## config.mk

```make
export PLATFORM = sky130hd
export DESIGN_NAME = boie_exec
export DESIGN_NICKNAME = d
export VERILOG_FILES = /design/src/boie_pkg.sv /design/src/boie_decode.sv /design/src/boie_exec.sv
export SDC_FILE = /design/constraint.sdc
export NUM_CORES = 1
export LEC_CHECK = 0
export BUFFER_PORTS_ARGS = -buffer_cell sky130_fd_sc_hd__buf_2
export CORE_ASPECT_RATIO = 1.4
export CORE_MARGIN = 10
export CORE_UTILIZATION = 45
export DETAILED_ROUTE_END_ITERATION = 16
export PLACE_DENSITY_LB_ADDON = 0.2
export SLEW_MARGIN = 20
export SYNTH_ARGS = -nofsm -noshare
export SYNTH_HDL_FRONTEND = slang
export SYNTH_SLANG_ARGS = --single-unit
```

## constraint.sdc

```tcl
create_clock -name clk_i -period 2.72 [get_ports clk_i]
set_clock_uncertainty 0.15 [all_clocks]
set_input_delay 0.272 -clock clk_i [delete_from_list [all_inputs] [get_ports clk_i]]
set_output_delay 0.272 -clock clk_i [all_outputs]
set_load 0.02 [all_outputs]
```

## src/boie_pkg.sv

```systemverilog
// Constants and types for the bit-oriented instruction execute block.
// Assumes a 14-bit instruction word and an 8-bit file register data path.
package boie_pkg;
	localparam int INSTR_W = 14;
	localparam int DATA_W = 8;
	localparam int ADDR_W = 7;
	localparam int BIT_W = 3;
	localparam int ADDR_LSB = 0;
	localparam int BIT_LSB = 7;
	localparam int DEST_POS = 7;
	localparam int OP4_LSB = 10;
	localparam int OP6_LSB = 8;
	localparam logic [3:0] OP_BIT_CLEAR = 4'h4;
	localparam logic [3:0] OP_BIT_SET = 4'h5;
	localparam logic [3:0] OP_BIT_TEST_CLR = 4'h6;
	localparam logic [3:0] OP_BIT_TEST_SET = 4'h7;
	localparam logic [5:0] OP_ADD_WF = 6'h07;
	localparam logic [5:0] OP_AND_WF = 6'h05;
	localparam logic [1:0] PHASE_Q1 = 2'h0;
	localparam logic [1:0] PHASE_Q2 = 2'h1;
	localparam logic [1:0] PHASE_Q3 = 2'h2;
	localparam logic [1:0] PHASE_Q4 = 2'h3;
	typedef enum logic [2:0] {
		BOIE_OP_NONE,
		BOIE_OP_CLEAR,
		BOIE_OP_SET,
		BOIE_OP_TEST_CLR,
		BOIE_OP_TEST_SET,
		BOIE_OP_ADD,
		BOIE_OP_AND
	} boie_op_type;
endpackage : boie_pkg

```

## src/boie_decode.sv

```systemverilog
// Combinational instruction decoder for the bit and register ops.
// Assumes the word is stable while the execute unit samples it.
`timescale 1ns/10ps
`default_nettype none
module boie_decode (
	input wire logic [boie_pkg::INSTR_W-1:0] instr_i,
	output boie_pkg::boie_op_type op_o,
	output logic [boie_pkg::ADDR_W-1:0] addr_o,
	output logic [boie_pkg::BIT_W-1:0] bit_idx_o,
	output logic dest_file_o
);
	logic [3:0] op4;
	logic [5:0] op6;
	// Field slices shared by all formats
	assign op4 = instr_i[boie_pkg::OP4_LSB +: 4];
	assign op6 = instr_i[boie_pkg::OP6_LSB +: 6];
	assign addr_o = instr_i[boie_pkg::ADDR_LSB +: boie_pkg::ADDR_W];
	assign bit_idx_o = instr_i[boie_pkg::BIT_LSB +: boie_pkg::BIT_W];
	assign dest_file_o = instr_i[boie_pkg::DEST_POS];
	// Opcode match; unknown words decode to no operation
	assign op_o = (op4 == boie_pkg::OP_BIT_CLEAR) ? boie_pkg::BOIE_OP_CLEAR :
		(op4 == boie_pkg::OP_BIT_SET) ? boie_pkg::BOIE_OP_SET :
		(op4 == boie_pkg::OP_BIT_TEST_CLR) ? boie_pkg::BOIE_OP_TEST_CLR :
		(op4 == boie_pkg::OP_BIT_TEST_SET) ? boie_pkg::BOIE_OP_TEST_SET :
		(op6 == boie_pkg::OP_ADD_WF) ? boie_pkg::BOIE_OP_ADD :
		(op6 == boie_pkg::OP_AND_WF) ? boie_pkg::BOIE_OP_AND :
		boie_pkg::BOIE_OP_NONE;
endmodule : boie_decode
`default_nettype wire

```

## src/boie_exec.sv

```systemverilog
// Four-phase execute unit for bit clear, bit set, bit tests and the
// register add/AND write-back tail.
// Assumes instr_i holds the fetched word for a whole instruction cycle,
// file_rdata_i answers file_raddr_o combinationally, and the fetch stage
// advances one word per cycle; the skipped word is decoded here as an idle slot.
`timescale 1ns/10ps
`default_nettype none
module boie_exec #(
	parameter int DATA_W = boie_pkg::DATA_W
) (
	input wire logic clk_i,
	input wire logic reset_n_i,
	input wire logic [boie_pkg::INSTR_W-1:0] instr_i,
	input wire logic [DATA_W-1:0] file_rdata_i,
	input wire logic [DATA_W-1:0] work_i,
	output logic [boie_pkg::ADDR_W-1:0] file_raddr_o,
	output logic file_rd_o,
	output logic [boie_pkg::ADDR_W-1:0] file_waddr_o,
	output logic [DATA_W-1:0] file_wdata_o,
	output logic file_we_o,
	output logic [DATA_W-1:0] work_wdata_o,
	output logic work_we_o,
	output logic [DATA_W-1:0] alu_result_o,
	output logic flags_we_o,
	output logic [1:0] phase_o,
	output logic cycle_end_o,
	output logic skip_slot_o
);
	boie_pkg::boie_op_type dec_op;
	logic [boie_pkg::ADDR_W-1:0] dec_addr;
	logic [boie_pkg::BIT_W-1:0] dec_bit;
	logic dec_dest;

	boie_decode u_decode (
		.instr_i(instr_i),
		.op_o(dec_op),
		.addr_o(dec_addr),
		.bit_idx_o(dec_bit),
		.dest_file_o(dec_dest)
	);

	// Pipeline state held across the four phases
	logic [1:0] phase_r;
	boie_pkg::boie_op_type op_r;
	logic [boie_pkg::ADDR_W-1:0] addr_r;
	logic [boie_pkg::BIT_W-1:0] bit_r;
	logic dest_r;
	logic [DATA_W-1:0] operand_r;
	logic [DATA_W-1:0] result_r;
	logic skip_pend_r;
	logic skip_slot_r;
	logic rd_r;
	logic [boie_pkg::ADDR_W-1:0] raddr_r;
	logic we_r;
	logic [boie_pkg::ADDR_W-1:0] waddr_r;
	logic [DATA_W-1:0] wdata_r;
	logic wwe_r;
	logic [DATA_W-1:0] wwdata_r;
	logic flags_we_r;
	logic cycle_end_r;

	// One-hot mask of the selected bit
	function automatic logic [DATA_W-1:0] bit_mask(input logic [boie_pkg::BIT_W-1:0] idx);
		logic [DATA_W-1:0] m;
		m = '0;
		m[idx] = 1'b1;
		return m;
	endfunction : bit_mask

	// Phase decodes and process-step results
	logic in_q1;
	logic in_q2;
	logic in_q3;
	logic in_q4;
	logic is_bit_rmw;
	logic is_test;
	logic is_alu;
	logic tested_bit;
	logic skip_now;
	logic [DATA_W-1:0] mask;
	logic [DATA_W-1:0] process_val;
	logic [DATA_W-1:0] sum_val;
	logic [DATA_W-1:0] and_val;
	logic [1:0] phase_nxt;

	assign in_q1 = (phase_r == boie_pkg::PHASE_Q1);
	assign in_q2 = (phase_r == boie_pkg::PHASE_Q2);
	assign in_q3 = (phase_r == boie_pkg::PHASE_Q3);
	assign in_q4 = (phase_r == boie_pkg::PHASE_Q4);
	assign phase_nxt = phase_r + 2'h1;
	assign is_bit_rmw = (op_r == boie_pkg::BOIE_OP_CLEAR) || (op_r == boie_pkg::BOIE_OP_SET);
	assign is_test = (op_r == boie_pkg::BOIE_OP_TEST_CLR) || (op_r == boie_pkg::BOIE_OP_TEST_SET);
	assign is_alu = (op_r == boie_pkg::BOIE_OP_ADD) || (op_r == boie_pkg::BOIE_OP_AND);
	assign mask = bit_mask(bit_r);
	assign tested_bit = |(operand_r & mask);
	// Clear test skips on zero, set test on one; a one in the clear test runs on
	assign skip_now = ((op_r == boie_pkg::BOIE_OP_TEST_CLR) && !tested_bit) ||
		((op_r == boie_pkg::BOIE_OP_TEST_SET) && tested_bit);
	assign sum_val = operand_r + work_i;
	assign and_val = operand_r & work_i;
	// Clear and set move only the chosen bit, the rest of the byte passes through; add and AND give the whole byte
	assign process_val = (op_r == boie_pkg::BOIE_OP_CLEAR) ? (operand_r & ~mask) :
		(op_r == boie_pkg::BOIE_OP_SET) ? (operand_r | mask) :
		(op_r == boie_pkg::BOIE_OP_ADD) ? sum_val :
		(op_r == boie_pkg::BOIE_OP_AND) ? and_val :
		operand_r;

	// Phase counter, free running: one instruction cycle per four clocks
	always_ff @(posedge clk_i)
	begin
		if (!reset_n_i)
			phase_r <= boie_pkg::PHASE_Q1;
		else
			phase_r <= phase_nxt;
	end

	// Q1 decode; a skipped slot decodes as idle so nothing is written
	always_ff @(posedge clk_i)
	begin
		if (!reset_n_i)
		begin
			op_r <= boie_pkg::BOIE_OP_NONE;
			addr_r <= '0;
			bit_r <= '0;
			dest_r <= 1'b0;
		end
		else if (in_q1)
		begin
			op_r <= skip_pend_r ? boie_pkg::BOIE_OP_NONE : dec_op;
			addr_r <= dec_addr;
			bit_r <= dec_bit;
			dest_r <= dec_dest;
		end
	end

	// Q2 read of the addressed file register
	always_ff @(posedge clk_i)
	begin
		if (!reset_n_i)
		begin
			rd_r <= 1'b0;
			raddr_r <= '0;
			operand_r <= '0;
		end
		else
		begin
			rd_r <= in_q1 && !skip_pend_r && (dec_op != boie_pkg::BOIE_OP_NONE);
			raddr_r <= in_q1 ? dec_addr : raddr_r;
			operand_r <= in_q2 ? file_rdata_i : operand_r;
		end
	end

	// Q3 process; skip decision is latched for the next cycle
	always_ff @(posedge clk_i)
	begin
		if (!reset_n_i)
		begin
			result_r <= '0;
			skip_pend_r <= 1'b0;
		end
		else if (in_q3)
		begin
			result_r <= process_val;
			skip_pend_r <= is_test && skip_now;
		end
		else if (in_q4 && skip_slot_r)
			skip_pend_r <= 1'b0;
	end

	// Q4 write-back strobes, each one clock wide
	always_ff @(posedge clk_i)
	begin
		if (!reset_n_i)
		begin
			we_r <= 1'b0;
			waddr_r <= '0;
			wdata_r <= '0;
			wwe_r <= 1'b0;
			wwdata_r <= '0;
			flags_we_r <= 1'b0;
		end
		else
		begin
			we_r <= in_q3 && (is_bit_rmw || (is_alu && dest_r));
			waddr_r <= addr_r;
			wdata_r <= process_val;
			wwe_r <= in_q3 && is_alu && !dest_r;
			wwdata_r <= process_val;
			flags_we_r <= in_q3 && is_alu;
		end
	end

	// Idle-slot marker spans the whole discarded cycle
	always_ff @(posedge clk_i)
	begin
		if (!reset_n_i)
		begin
			skip_slot_r <= 1'b0;
			cycle_end_r <= 1'b0;
		end
		else
		begin
			skip_slot_r <= in_q4 ? skip_pend_r : skip_slot_r;
			cycle_end_r <= in_q3;
		end
	end

	assign file_raddr_o = raddr_r;
	assign file_rd_o = rd_r;
	assign file_waddr_o = waddr_r;
	assign file_wdata_o = wdata_r;
	assign file_we_o = we_r;
	assign work_wdata_o = wwdata_r;
	assign work_we_o = wwe_r;
	assign alu_result_o = result_r;
	assign flags_we_o = flags_we_r;
	assign phase_o = phase_r;
	assign cycle_end_o = cycle_end_r;
	assign skip_slot_o = skip_slot_r;
endmodule : boie_exec
`default_nettype wire

```

==> flow_summary_export.csv <==
group,metric,value,unit
critical_path,worstReg2RegStart,"operand_r[0]",
clock_network,htreeDepth,2,
placed_design,dp_hpwl,5770,um
synthesis,yosys_warnings,0,
placed_design,pre_cts_ws,0.586,ns
synthesis,synth_edf_count,0,
synthesis,syn_area,0.00273,mm2
placed_design,place_area,0.00312,mm2
clock_network,tritoncts,"built",
global_routing,grt_max_degree,26,
timing,slew_headroom,0.649,
status,status,"finished, final reports clean",
clock_network,cts_hold_buf,0,
final_layout,final-instance-count-excl-fill,447,
drt,antenna_left,0,
timing,final-setup-viol-count,0,
clock_network,cts_sinks,53,
timing,post-route-period-util,0.796,
clock_network,numCtsBuffers,5,
drt,wl_per_cell,16.7,um
die,io_pins,78,
final_layout,design_area,0.00323,mm2
critical_path,regToRegEndpoint,"alu_result_o[6]",
critical_path,cp_max_fo,5,
final_layout,final_cell_mix,"77 x buf_2, 53 x dfxtp_1, 43 x nor2_1, 25 x mux2i_1, 17 x nand2_1",
flow_run,max_cap_viol_count,0,
global_routing,track_usage,0.150,
synthesis,yosysSeqAreaShare,0.389,
drt,drtIter0Drc,120,
die,num_rows,33,
critical_path,cp.arrival,2.26,ns
critical_path,r2r_cells,8,
synthesis,syn_nets,354,
drt,first_pass_iters,4,
critical_path,end_kind,"flip-flop",
final_layout,fill_cells,580,
global_routing,grt_pass1_wl,11800,um
clock_network,cts.clk_slew.worst_paths,0.10,ns
final_layout,drive_above_1_share,0.247,
critical_path,startpoint_type,"flip-flop",
timing,tns,0,ns
pwr,p_leak,1.53,nW
die,initial_core_util,0.466,
clock_network,post_cts_buffers,0,
timing,tightestPinTransition,0.527,ns
synthesis,ys_types,52,
clock_network,postCtsResizedCells,0,
placed_design,io_buffer_count,77,
die,die_y,112,um
placed_design,place_congestion,0.882,
critical_path,path_class,"flip-flop to flip-flop",
placed_design,placed_cells,439,
pwr,powerDensity,553,mW/mm2
synthesis,synth_cells,309,
clock_network,cts_buffer_depth,2,
drt,via_per_inst,5.46,
timing,fmax,0.462,GHz
timing,hold_viol_final,0,
synthesis,yosys_register_bits,53,
timing,fin_crit,2.16,ns
final_layout,syn2layout_area_growth,18.5,%
drt,drc_errors,0,
critical_path,r2r_slack,0.56,ns
pwr,total_power,1.79,mW
final_layout,final_nets,421,
timing,rsz0062_at_grt,"false",
critical_path,critPathLaunch,"operand_r[0]",
final_layout,diodes,0,
die,core,0.00586,mm2
final_layout,mostFrequentLayoutCell,"buf_2",
global_routing,overflow,0,
synthesis,synth_area_per_cell,8.84,um2
critical_path,endpoint,"alu_result_o[6]",
global_routing,antenna_found_initial,0,
drt,vias,2440,
global_routing,grt_pass1_vias,2355,
critical_path,cp.required,2.82,ns
pwr,peakVddDrop,0.000226,V
die,dieWidth,85.8,um
die,die_area,0.00963,mm2
timing,worst_slack,0.556,ns
timing,maxSlewViolCount,0,
drt,wl,7480,um
clock_network,clock-root-buffer,"clkbuf_8",
clock_network,clock_latency,0.31,ns
min_path,hold_path_class,"input pin to flip-flop",
synthesis,async_flop_share,0,
synthesis,synth_flop_cell,"dfxtp_1",
-- flip-flops by register name (all words and copies together), names as in the netlist --
| signal | cells |
|---|---|
| alu_result_o | 8 |
| bit_r | 3 |
| cycle_end_o | 1 |
| file_raddr_o | 7 |
| file_rd_o | 1 |
| file_waddr_o | 7 |
| file_we_o | 1 |
| flags_we_o | 1 |
| op_r | 3 |
| operand_r | 8 |
| phase_o | 2 |
| skip_pend_r | 1 |
| skip_slot_o | 1 |
| work_wdata_o | 8 |
| work_we_o | 1 |
-- synth_stat cells, drive strengths merged, types with 2 or more instances --
master / instances / area [um2]
dfxtp: 53 / 1060
nor2: 43 / 161
mux2i: 25 / 250
nand2: 17 / 63.8
o21ai: 17 / 85.1
buf: 15 / 100
inv: 13 / 48.8
a21oi: 12 / 60.1
and2: 12 / 75.1
ha: 12 / 150
clkbuf: 8 / 30.0
nand3: 6 / 30.0
nand3b: 6 / 45.0
nor2b: 5 / 31.3
a31oi: 4 / 25.0
a21o: 3 / 22.5
a221oi: 3 / 26.3
a22o: 3 / 26.3
nand2b: 3 / 18.8
nor3: 3 / 15.0
nor3b: 3 / 22.5
o211ai: 3 / 22.5
o21a: 3 / 22.5
o221ai: 3 / 26.3
o22ai: 3 / 18.8
xnor2: 3 / 26.3
a211oi: 2 / 20.0
a222oi: 2 / 20.0
and3b: 2 / 17.5
nand4b: 2 / 17.5
xor2: 2 / 17.5
-- final cells by class --
| class | count | area, um2 | share of cell area |
|---|---|---|---|
| Clock inverter | 1 | 30.0 | 0.00928 |
| Sequential cell | 53 | 1060 | 0.328 |
| Timing Repair Buffer | 83 | 430 | 0.133 |
| Clock buffer | 7 | 86.3 | 0.0267 |
| Multi-Input combinational cell | 219 | 1490 | 0.460 |
| Inverter | 14 | 52.6 | 0.0162 |
| Tap cell | 70 | 87.6 | 0.0271 |
-- report_power, final --
group	internal (mW)	total [mW]	switching (mW)
Sequential	0.818	0.851	0.0330
Clock	0.300	0.561	0.261
Combinational	0.154	0.378	0.223
-- layer usage --
layer	vias up	global-route usage	part of all wire
met5	-	0	0
met4	0	0.0606	0.021
met3	14	0.0391	0.059
met2	74	0.269	0.53
met1	1134	0.160	0.39
li1	1218	-	-
-- worst min-delay path by stage --
stage	from	to	slack, ns	cells past startpoint
6_report	instr_i[1]	file_raddr_o[1]	0.04	3
5_1_grt	instr_i[3]	file_raddr_o[3]	0.05	3
3_3_place_gp	file_raddr_o[3]	file_waddr_o[3]	0.31	1
3_5_place_dp	file_raddr_o[4]	file_waddr_o[4]	0.31	1
4_1_cts	instr_i[5]	file_raddr_o[5]	0.04	3
2_1_floorplan	reset_n_i	alu_result_o[0]	0.25	1
-- stage by stage --
step,utilization,hold WS (ns)
CTS,0.552,0.0446
global placement,0.532,0.306
floorplan,-,0.255
global route,0.552,0.0529
detailed placement,0.532,0.310
finish,0.552,0.0415
-- logic make-up after synthesis --
logic type | count (synthesis) | synth area share
buf+inv | 37 | 0.0669
compound gates | 69 | 0.177
fa+ha+maj | 13 | 0.0623
simple gates | 106 | 0.193
mux | 26 | 0.0958
xor+xnor | 5 | 0.0160
flops | 53 | 0.389
-- critical path, cell delays in order, from the launching register on --
cell,delay (ns)
dfxtp_1,0.41
ha_1,0.25
inv_1,0.08
fa_1,0.39
nand2b_1,0.17
a21oi_1,0.21
mux2i_1,0.21
nor2_1,0.07
a31oi_1,0.15
(Power assumes the default switching activity.)
